File: src/logic/mxadc_map.vh
// mxadc_map.vh: register offsets, field positions, reset values and codes
// assumes inclusion by bare name from the design files under logic/
`ifndef MXADC_MAP_VH
`define MXADC_MAP_VH

// register offsets on the plain register port
`define MXADC_ADDR_W          8
`define MXADC_OFS_GAIN_TRIM   8'h8_F
`define MXADC_OFS_STEP0       8'h9_0
`define MXADC_OFS_STEP1       8'h9_1
`define MXADC_OFS_SEQ_CTRL    8'hA_0
`define MXADC_OFS_SEQ_STAT    8'hA_1

// reset values
`define MXADC_RST_STEP0       16'h0000
`define MXADC_RST_STEP1       16'h0001
`define MXADC_RST_GAIN_TRIM   16'h0000
`define MXADC_RST_SEQ_CTRL    16'h0000

// step configuration fields
`define MXADC_EN_BIT          15
`define MXADC_GAIN_HI         14
`define MXADC_GAIN_LO         13
`define MXADC_NEG_BIT         4
`define MXADC_POS_HI          3
`define MXADC_POS_LO          0
`define MXADC_STEP_WMASK      16'hE01F

// control register fields
`define MXADC_CTL_START_BIT   0
`define MXADC_CTL_DLY_HI      10
`define MXADC_CTL_DLY_LO      8

// gain codes as handed to the converter; both upper codes mean gain 4
`define MXADC_GAIN_X1         2'h0
`define MXADC_GAIN_X2         2'h1
`define MXADC_GAIN_X4         2'h2

// positive input codes
`define MXADC_POS_TEMP        4'h8
`define MXADC_POS_SHORT       4'h9
`define MXADC_POS_ARAIL       4'hE
`define MXADC_POS_DRAIL       4'hF

// negative input selections presented to the analog mux
`define MXADC_NEG_AGND        2'h0
`define MXADC_NEG_EXT7        2'h1
`define MXADC_NEG_AUTO        2'h2

// settling delays in modulator clocks, one per delay select code
`define MXADC_DLY_16          13'h0010
`define MXADC_DLY_64          13'h0040
`define MXADC_DLY_128         13'h0080
`define MXADC_DLY_256         13'h0100
`define MXADC_DLY_512         13'h0200
`define MXADC_DLY_1024        13'h0400
`define MXADC_DLY_2048        13'h0800
`define MXADC_DLY_4096        13'h1000

`endif

File: src/logic/mxadc_gain_trim.v
// mxadc_gain_trim.v: applies the signed gain trim word to a converter result
// assumes a signed result and a trim word that are stable for one cycle
`timescale 1ns/100ps
`include "mxadc_map.vh"

module mxadc_gain_trim #(
	parameter DATA_W = 16
) (
	input  wire                      mclk,
	input  wire                      reset_n,
	input  wire                      in_valid,
	input  wire signed [DATA_W-1:0]  in_data,
	input  wire signed [15:0]        trim_word,
	output reg                       out_valid_q,
	output reg  signed [DATA_W-1:0]  out_data_q
);

	// product of result and trim word, sized for the full signed range
	wire signed [DATA_W+15:0] prod;
	wire signed [DATA_W+16:0] sum;
	wire signed [DATA_W-1:0]  trimmed_d;

	// RQ1 one plus trim over 2^16
	assign prod = in_data * trim_word;
	// RQ2 one code is 2^-16
	assign sum       = {{1{in_data[DATA_W-1]}}, in_data, 16'h0000} + {prod[DATA_W+15], prod};
	assign trimmed_d = sum[DATA_W+15:16];

	// registered output; truncation toward minus infinity keeps the path short
	always @(posedge mclk) begin
		if (!reset_n) begin
			out_valid_q <= 1'b0;
			out_data_q  <= {DATA_W{1'b0}};
		end else begin
			out_valid_q <= in_valid;
			if (in_valid) begin
				out_data_q <= trimmed_d;
			end
		end
	end

endmodule // mxadc_gain_trim

File: src/logic/mxadc_step_cfg.v
// Contract
// RQ1 - the gain trim word is signed and scales a result by one plus the word over 65536.
// RQ2 - the trim word is sixteen bits, one code is 0.000015, zero gives unity gain.
// RQ3 - bit 15 of a step word enables that step for the sequencer.
// RQ4 - bits 14:13 select gain 1, 2, or 4 for codes 00, 01 and 1x.
// RQ5 - bit 4 selects analog ground or external input seven as negative input.
// RQ6 - bits 3:0 codes 0 to 7 route external inputs zero to seven to the positive input.
// RQ7 - positive codes 8 and above pick the negative input automatically and ignore bit 4.
// RQ8 - codes 8, 9, 14 and 15 pick temperature sensor, ground short, and two rail dividers.
// RQ9 - bits 12:5 of a step word are reserved and read as zero.
// RQ10 - step 0 lives at 90h resetting to 0000h and step 1 at 91h resetting to 0001h.
// RQ11 - each step waits a settling delay of 16 to 4096 modulator clocks before converting.
// RQ12 - a disabled step is skipped and produces no conversion result.
//
// mxadc_step_cfg.v: step configuration, gain trim and a two-step sequencer
// assumes a converter that takes conv_start and answers with one conv_done pulse
// limitation: two steps only; the step index is one bit wide
// the converter and the register port run on mclk, so no input is synchronised
`timescale 1ns/100ps
`include "mxadc_map.vh"

module mxadc_step_cfg #(
	parameter DATA_W = 16
) (
	input  wire                      mclk,
	input  wire                      reset_n,
	input  wire [`MXADC_ADDR_W-1:0]  reg_addr,
	input  wire [15:0]               reg_wdata,
	input  wire                      reg_wr,
	input  wire                      reg_rd,
	output reg  [15:0]               reg_rdata_q,
	output reg                       conv_start_q,
	output reg  [1:0]                conv_gain_q,
	output reg  [3:0]                pos_sel_q,
	output reg  [1:0]                neg_sel_q,
	output reg                       conv_step_q,
	input  wire                      conv_done,
	input  wire signed [DATA_W-1:0]  conv_data,
	output wire                      result_valid,
	output wire signed [DATA_W-1:0]  result_data,
	output reg                       result_step_q,
	output reg                       seq_busy_q
);

	// sequencer states
	localparam ST_IDLE   = 3'h0;
	localparam ST_SELECT = 3'h1;
	localparam ST_SETTLE = 3'h2;
	localparam ST_CONV   = 3'h3;
	localparam ST_NEXT   = 3'h4;
	localparam NSTEP     = 2;
	localparam LAST_IDX  = NSTEP - 1;

	// register storage
	// reserved step bits are never stored, so readback cannot expose them
	reg [15:0] step_cfg_q [0:NSTEP-1];
	reg [15:0] gain_trim_q;
	reg [2:0]  dly_sel_q;
	reg        start_req_q;
	reg        done_flag_q;

	// sequencer state
	reg [2:0]  state_q;
	reg [2:0]  state_d;
	reg        step_idx_q;
	reg [12:0] dly_cnt_q;
	reg [15:0] cur_cfg;

	wire wr_step0;
	wire wr_step1;
	wire wr_trim;
	wire wr_ctrl;
	wire start_pulse;
	wire settle_done;
	wire [12:0] dly_len;
	wire        abort_req;
	wire        last_step;
	wire        conv_accept;
	wire [15:0] ctrl_view;
	wire [15:0] stat_view;

	// RQ9 reserved bits read zero
	function [15:0] step_view;
		input [15:0] raw;
		begin
			step_view = raw & `MXADC_STEP_WMASK;
		end
	endfunction

	// RQ4 gain code normalised
	function [1:0] gain_norm;
		input [1:0] code;
		begin
			case (code)
				`MXADC_GAIN_X1: gain_norm = `MXADC_GAIN_X1;
				`MXADC_GAIN_X2: gain_norm = `MXADC_GAIN_X2;
				default:        gain_norm = `MXADC_GAIN_X4;
			endcase
		end
	endfunction

	// RQ11 settle length table
	function [12:0] settle_len;
		input [2:0] sel;
		begin
			case (sel)
				3'h0:    settle_len = `MXADC_DLY_16;
				3'h1:    settle_len = `MXADC_DLY_64;
				3'h2:    settle_len = `MXADC_DLY_128;
				3'h3:    settle_len = `MXADC_DLY_256;
				3'h4:    settle_len = `MXADC_DLY_512;
				3'h5:    settle_len = `MXADC_DLY_1024;
				3'h6:    settle_len = `MXADC_DLY_2048;
				default: settle_len = `MXADC_DLY_4096;
			endcase
		end
	endfunction

	// RQ7 internal source codes
	function pos_internal;
		input [3:0] code;
		begin
			pos_internal = (code >= `MXADC_POS_TEMP);
		end
	endfunction

	// write decode
	assign wr_step0    = reg_wr && (reg_addr == `MXADC_OFS_STEP0);
	assign wr_step1    = reg_wr && (reg_addr == `MXADC_OFS_STEP1);
	assign wr_trim     = reg_wr && (reg_addr == `MXADC_OFS_GAIN_TRIM);
	assign wr_ctrl     = reg_wr && (reg_addr == `MXADC_OFS_SEQ_CTRL);
	assign start_pulse = wr_ctrl && reg_wdata[`MXADC_CTL_START_BIT];

	// a start while busy aborts; the held request then restarts from step 0,
	// so software never has to wait for idle before changing the steps
	assign abort_req   = start_pulse && (state_q != ST_IDLE);
	assign last_step   = (step_idx_q == LAST_IDX[0]);
	// a done pulse outside a conversion is ignored, so a late converter
	// answer after an abort cannot leak a result
	assign conv_accept = conv_done && (state_q == ST_CONV);

	// readback views of control and status; the start bit always reads zero
	assign ctrl_view   = {5'h00, dly_sel_q, 8'h00};
	assign stat_view   = {13'h0000, done_flag_q, step_idx_q, seq_busy_q};

	// RQ10 step words reset values
	always @(posedge mclk) begin
		if (!reset_n) begin
			step_cfg_q[0] <= `MXADC_RST_STEP0;
			step_cfg_q[1] <= `MXADC_RST_STEP1;
			gain_trim_q   <= `MXADC_RST_GAIN_TRIM;
			dly_sel_q     <= 3'h0;
		end else begin
			// only writable fields are stored; reserved bits stay zero
			if (wr_step0) begin
				step_cfg_q[0] <= step_view(reg_wdata);
			end
			if (wr_step1) begin
				step_cfg_q[1] <= step_view(reg_wdata);
			end
			if (wr_trim) begin
				gain_trim_q <= reg_wdata;
			end
			if (wr_ctrl) begin
				dly_sel_q <= reg_wdata[`MXADC_CTL_DLY_HI:`MXADC_CTL_DLY_LO];
			end
		end
	end

	// read mux: data stand in the cycle after the read strobe, unmapped reads zero
	// one registered port keeps the read path off the sequencer timing
	always @(posedge mclk) begin
		if (!reset_n) begin
			reg_rdata_q <= 16'h0000;
		end else if (reg_rd) begin
			case (reg_addr)
				`MXADC_OFS_STEP0:     reg_rdata_q <= step_view(step_cfg_q[0]);
				`MXADC_OFS_STEP1:     reg_rdata_q <= step_view(step_cfg_q[1]);
				`MXADC_OFS_GAIN_TRIM: reg_rdata_q <= gain_trim_q;
				`MXADC_OFS_SEQ_CTRL:  reg_rdata_q <= ctrl_view;
				`MXADC_OFS_SEQ_STAT:  reg_rdata_q <= stat_view;
				default:              reg_rdata_q <= 16'h0000;
			endcase
		end else begin
			reg_rdata_q <= 16'h0000;
		end
	end

	// a start request is held until the sequencer samples it in idle
	// the set wins over the idle clear, so a start is never lost
	always @(posedge mclk) begin
		if (!reset_n) begin
			start_req_q <= 1'b0;
		end else if (start_pulse) begin
			start_req_q <= 1'b1;
		end else if (state_q == ST_IDLE) begin
			start_req_q <= 1'b0;
		end
	end

	// RQ11 delay from select
	assign dly_len     = settle_len(dly_sel_q);
	assign settle_done = (dly_cnt_q == 13'h0001);

	// RQ11 settle counter
	// loaded on select and run down while settling, so settling lasts the full count
	always @(posedge mclk) begin
		if (!reset_n) begin
			dly_cnt_q <= 13'h0000;
		end else if (state_q == ST_SELECT) begin
			dly_cnt_q <= dly_len;
		end else if (state_q == ST_SETTLE) begin
			dly_cnt_q <= dly_cnt_q - 13'h0001;
		end
	end

	// current step word
	always @* begin
		cur_cfg = step_cfg_q[step_idx_q];
	end

	// sequencer next state
	always @* begin
		state_d = state_q;
		case (state_q)
			ST_IDLE: begin
				if (start_req_q) begin
					state_d = ST_SELECT;
				end
			end
			ST_SELECT: begin
				// RQ12 skip a disabled step
				if (cur_cfg[`MXADC_EN_BIT]) begin
					state_d = ST_SETTLE;
				end else begin
					state_d = ST_NEXT;
				end
			end
			ST_SETTLE: begin
				if (settle_done) begin
					state_d = ST_CONV;
				end
			end
			ST_CONV: begin
				if (conv_done) begin
					state_d = ST_NEXT;
				end
			end
			ST_NEXT: begin
				if (last_step) begin
					state_d = ST_IDLE;
				end else begin
					state_d = ST_SELECT;
				end
			end
			default: state_d = ST_IDLE;
		endcase
	end

	// sequencer registers; a start during a sequence aborts it to idle,
	// and the held start request begins a fresh sequence one cycle later
	always @(posedge mclk) begin
		if (!reset_n) begin
			state_q      <= ST_IDLE;
			step_idx_q   <= 1'b0;
			conv_start_q <= 1'b0;
			seq_busy_q   <= 1'b0;
			done_flag_q  <= 1'b0;
		end else begin
			conv_start_q <= 1'b0;
			if (abort_req) begin
				state_q    <= ST_IDLE;
				step_idx_q <= 1'b0;
				seq_busy_q <= 1'b0;
			end else begin
				state_q <= state_d;
				if (state_q == ST_IDLE && start_req_q) begin
					step_idx_q  <= 1'b0;
					seq_busy_q  <= 1'b1;
					done_flag_q <= 1'b0;
				end
				// RQ11 convert once settled
				if (state_q == ST_SETTLE && settle_done) begin
					conv_start_q <= 1'b1;
				end
				if (state_q == ST_NEXT) begin
					if (last_step) begin
						seq_busy_q  <= 1'b0;
						done_flag_q <= 1'b1;
					end else begin
						step_idx_q <= step_idx_q + 1'b1;
					end
				end
			end
		end
	end

	// analog selections for the step in progress, latched on selection
	// a disabled step leaves the previous selections standing; the analog
	// side only looks at them around the conversion start
	always @(posedge mclk) begin
		if (!reset_n) begin
			conv_gain_q <= `MXADC_GAIN_X1;
			pos_sel_q   <= 4'h0;
			neg_sel_q   <= `MXADC_NEG_AGND;
			conv_step_q <= 1'b0;
		end else if (state_q == ST_SELECT) begin
			// RQ3 enabled step only
			if (cur_cfg[`MXADC_EN_BIT]) begin
				// RQ4 gain code to converter
				conv_gain_q <= gain_norm(cur_cfg[`MXADC_GAIN_HI:`MXADC_GAIN_LO]);
				// RQ6 RQ8 positive routing
				pos_sel_q   <= cur_cfg[`MXADC_POS_HI:`MXADC_POS_LO];
				conv_step_q <= step_idx_q;
				// RQ7 automatic negative input
				if (pos_internal(cur_cfg[`MXADC_POS_HI:`MXADC_POS_LO])) begin
					neg_sel_q <= `MXADC_NEG_AUTO;
				// RQ5 negative select bit
				end else if (cur_cfg[`MXADC_NEG_BIT]) begin
					neg_sel_q <= `MXADC_NEG_EXT7;
				end else begin
					neg_sel_q <= `MXADC_NEG_AGND;
				end
			end
		end
	end

	// result step tag has the same one cycle of latency as the trim stage
	// it is taken with the accepted done pulse, so it pairs with result_valid
	always @(posedge mclk) begin
		if (!reset_n) begin
			result_step_q <= 1'b0;
		end else if (conv_accept) begin
			result_step_q <= conv_step_q;
		end
	end

	// RQ1 trim applied to results
	// the stage adds one register, matched by the step tag above
	mxadc_gain_trim #(
		.DATA_W (DATA_W)
	) u_trim (
		.mclk        (mclk),
		.reset_n     (reset_n),
		.in_valid    (conv_accept),
		.in_data     (conv_data),
		.trim_word   (gain_trim_q),
		.out_valid_q (result_valid),
		.out_data_q  (result_data)
	);

endmodule // mxadc_step_cfg

File: config.mk
export PLATFORM = sky130hd
export DESIGN_NAME = mxadc_step_cfg
export DESIGN_NICKNAME = d
export VERILOG_FILES = /design/src/logic/mxadc_gain_trim.v /design/src/logic/mxadc_step_cfg.v
export VERILOG_INCLUDE_DIRS = /design/src /design/src/logic
export SDC_FILE = /design/constraint.sdc
export NUM_CORES = 1
export LEC_CHECK = 0
export ABC_CLOCK_PERIOD_IN_PS = 8200
export BUFFER_PORTS_ARGS = -buffer_cell sky130_fd_sc_hd__buf_2
export CORE_MARGIN = 2
export CORE_UTILIZATION = 55
export DETAILED_ROUTE_END_ITERATION = 6
export GPL_TIMING_DRIVEN = 0
export PLACE_DENSITY = 0.69
export SYNTH_ARGS = -nofsm -noshare
export SYNTH_HDL_FRONTEND = slang
export SYNTH_HIERARCHICAL = 1
export SYNTH_SLANG_ARGS = --single-unit
File: constraint.sdc
create_clock -name mclk -period 8.2 [get_ports mclk]
set_input_delay 0.41 -clock mclk [delete_from_list [all_inputs] [get_ports mclk]]
set_output_delay 0.41 -clock mclk [all_outputs]
set_load 0.02 [all_outputs]
==> impl_metrics.yaml <==
final_layout:
  fillers: 2255
  nets: 2027
  layout_common_cells: "inv_1 (348), fa_1 (276), nand2_1 (170)"
  final_common_cell: "inv_1"
  n_antenna_cell: 0
  drive_gt1_share_pct: 7.96
  finalNonFillerCells: 1963
  syn_to_final_growth_pct: 8.31
  utilization_pct: 60.6
clock_tree:
  cts_buffers: 9
  cts_root_buf: "clkbuf_16"
  cts_tree: "yes"
  clkTransAtPathRegs_ns: 0.07
  cts_resized: 0
  post_cts_buffers: 0
  worstSkewPairLatency_ns: 0.36
  hold_buffers: 0
  clock-sinks: 98
  h-tree-depth: 3
  cts_max_path_buffers: 2
synthesis:
  ys.warnings.count: 6
  synth_edf_count: 16
  avgSynthCellArea_um2: 9.16
  ys_ff_latch: 98
  synth_nets: 1931
  synth-simple-area-share_pct: 17.0
  synthAdderAreaFrac_pct: 46.3
  synth_xor_area_share_pct: 1.68
  synth_top_family_by_area: "adder cells"
  synth.mux.area_fraction_pct: 1.93
  synth_top_flop_cell: "dfxtp_1"
  ys_seq_area_share_pct: 15.1
  synth_compound_area_share_pct: 6.72
  ys_async_sr_fraction_pct: 0
  ys_types: 73
  netlist_area_um2: 14000
  syn-instance-count: 1532
timing:
  finClkSkew_ns: 0.0127
  rsz0062_at_grt: "false"
  fin_crit_ns: 6.98
  slew_viol_final: 0
  relSlewSlack_pct: 10.5
  setup_viol: 0
  min_period_over_period_pct: 85.1
  fin_ws_ns: 1.22
  timing.setup.tns_ns: 0
  fmax_mhz: 143
  hold_slack_ns: 0.312
  finalHoldViolations: 0
  worst_pin_slew_ns: 1.33
global_routing:
  overflow: 0
  antenna_found_initial: 1
  first_global_vias: 11300
  grt_pass1_wl_mm: 56.9
  grt_max_degree: 21
  grt_use_total_pct: 27.7
pwr:
  swShare_pct: 27.8
  power_leakage_nw: 7.49
  p_int_w: 0.000777
  power_density_nw_per_um2: 70.8
  ir_drop_mv: 0.0982
  switchingPower_w: 0.000300
  seqPwrFrac_pct: 46.0
  power_frac_comb_pct: 11.2
  clock_power_share_pct: 42.8
worst_hold_path:
  holdPathStages: 3
  min_path_type: "primary input to register"
routing:
  drt_iter0_drc: 612
  firstDrtPassIters: 5
  wl_per_cell_um: 17.7
  post-route-drc-count: 0
  drt-total-wl_mm: 34.6
  via_per_inst: 5.44
  ant_nets: 0
  vias: 10700
placement:
  dp_cells: 1947
  hpwl_mm: 28.5
  place_ws_ns: 1.02
  finalWeightedCongestion: 0.940
  io_buffers: 85
die:
  die_y_um: 164
  core_area_um2: 25100
  die_x_um: 164
  die-area_um2: 26800
  io_pins: 90
  num_rows: 58
  initial_core_util_pct: 55.9
worst_setup_path:
  critPathKind: "register to register"
  cp_max_fo: 10
  reg2reg_depth: 20
  cp.required_ns: 8.44
  crit_path_end_kind: "register"
  critPathLaunchType: "register"
  worstPathArrival_ns: 7.22
status:
  status: "finished, final reports clean"
run:
  cap_violations: 0
per-stage QoR:
stage          area [µm²]  power, W
2_1_floorplan       14000  0.000574
5_1_grt             15200   0.00112
3_5_place_dp        14900  0.000626
3_3_place_gp        14900  0.000624
6_report            15200   0.00108
4_1_cts             15200   0.00108
synthesized netlist by cell type (5+ instances only):
master | n | area share (%)
o21ai_0 | 19 | 0.68
o211ai_1 | 7 | 0.37
nand4_1 | 9 | 0.40
xor2_1 | 10 | 0.62
nand2_1 | 170 | 4.5
nand2b_1 | 9 | 0.40
xnor2_1 | 17 | 1.1
dfxtp_1 | 82 | 12
nand3_1 | 35 | 1.2
and2_1 | 135 | 6.0
a21o_1 | 5 | 0.27
mux2_2 | 9 | 0.72
clkbuf_1 | 57 | 1.5
mux2i_1 | 17 | 1.2
or3_1 | 11 | 0.49
edfxtp_1 | 16 | 3.4
fa_1 | 276 | 39
a311oi_1 | 5 | 0.31
nor3_1 | 12 | 0.43
inv_1 | 348 | 9.3
ha_1 | 78 | 7.0
buf_2 | 5 | 0.18
a21oi_1 | 38 | 1.4
nor2_1 | 64 | 1.7
a22oi_1 | 11 | 0.59
a211oi_1 | 15 | 0.80
worst max-delay path, stage by stage, from the launching register on:
cell	delay, ns
dfxtp_1	0.63
clkbuf_1	0.52
nand2_1	0.18
fa_1	0.58
inv_1	0.05
fa_1	0.48
fa_1	0.57
fa_1	0.43
fa_1	0.49
inv_1	0.05
fa_1	0.47
inv_1	0.04
ha_1	0.32
a2111oi_2	0.36
o21ai_1	0.15
a31o_1	0.27
a221oi_4	0.44
o31ai_2	0.19
a31oi_4	0.24
a211oi_1	0.10
a211o_1	0.30
power by group through the flow:
stage / registers, W / logic, W / clock network [W]
after floorplan: 0.000506 / 0.0000677 / 0
after global placement: 0.000507 / 0.000117 / 0
after detailed placement: 0.000507 / 0.000119 / 0
after CTS: 0.000496 / 0.000119 / 0.000469
after global routing: 0.000496 / 0.000134 / 0.000487
final: 0.000496 / 0.000120 / 0.000461
cell families (layout without fill, tap and decap cells):
family | after synthesis | after routing
xor+xnor | 27 | 27
buf+inv | 418 | 519
simple gates | 473 | 473
flops | 98 | 98
mux | 26 | 26
compound gates | 136 | 136
fa+ha+maj | 354 | 354
routing by layer:
| metal | share of wire [%] | GRT usage (%) | up-vias |
|---|---|---|---|
| li1 | - | - | 4863 |
| met1 | 40 | 35.9 | 5361 |
| met2 | 49 | 47.0 | 377 |
| met3 | 6.8 | 3.71 | 78 |
| met4 | 3.7 | 11.8 | 0 |
| met5 | 0 | 0 | - |
layout make-up:
cell class / count / area [µm²] / area share [%]
tap: 330 / 413 / 2.72
clock buffer: 9 / 225 / 1.48
clock inverter: 7 / 103 / 0.675
sequential: 98 / 2120 / 14.0
timing repair buffer: 85 / 425 / 2.80
inverter: 350 / 1310 / 8.64
buffer: 68 / 270 / 1.78
multi-input combinational: 1016 / 10300 / 68.0
state kept, by name, summed over array words and instances (netlist names), 2 cells and up:
signal,cells
gain_trim_q,16
dly_cnt_q,13
step_cfg_q,16
reg_rdata_q,16
dly_sel_q,3
pos_sel_q,4
state_q,3
conv_gain_q,2
u_trim/out_data_q,16
worst paths after layout:
check             slack (ns)                               start                                  to
setup / recovery        1.22         gain_trim_q[7]$_SDFFE_PN0P_  u_trim/out_data_q[15]$_SDFFE_PN0P_
hold / removal          0.31                       reg_wdata[11]        gain_trim_q[11]$_SDFFE_PN0P_
setup reg to reg        1.22         gain_trim_q[7]$_SDFFE_PN0P_  u_trim/out_data_q[15]$_SDFFE_PN0P_
hold reg to reg         0.48  u_trim/out_data_q[12]$_SDFFE_PN0P_  u_trim/out_data_q[12]$_SDFFE_PN0P_
No activity file was read; power rests on OpenSTA's default activity.
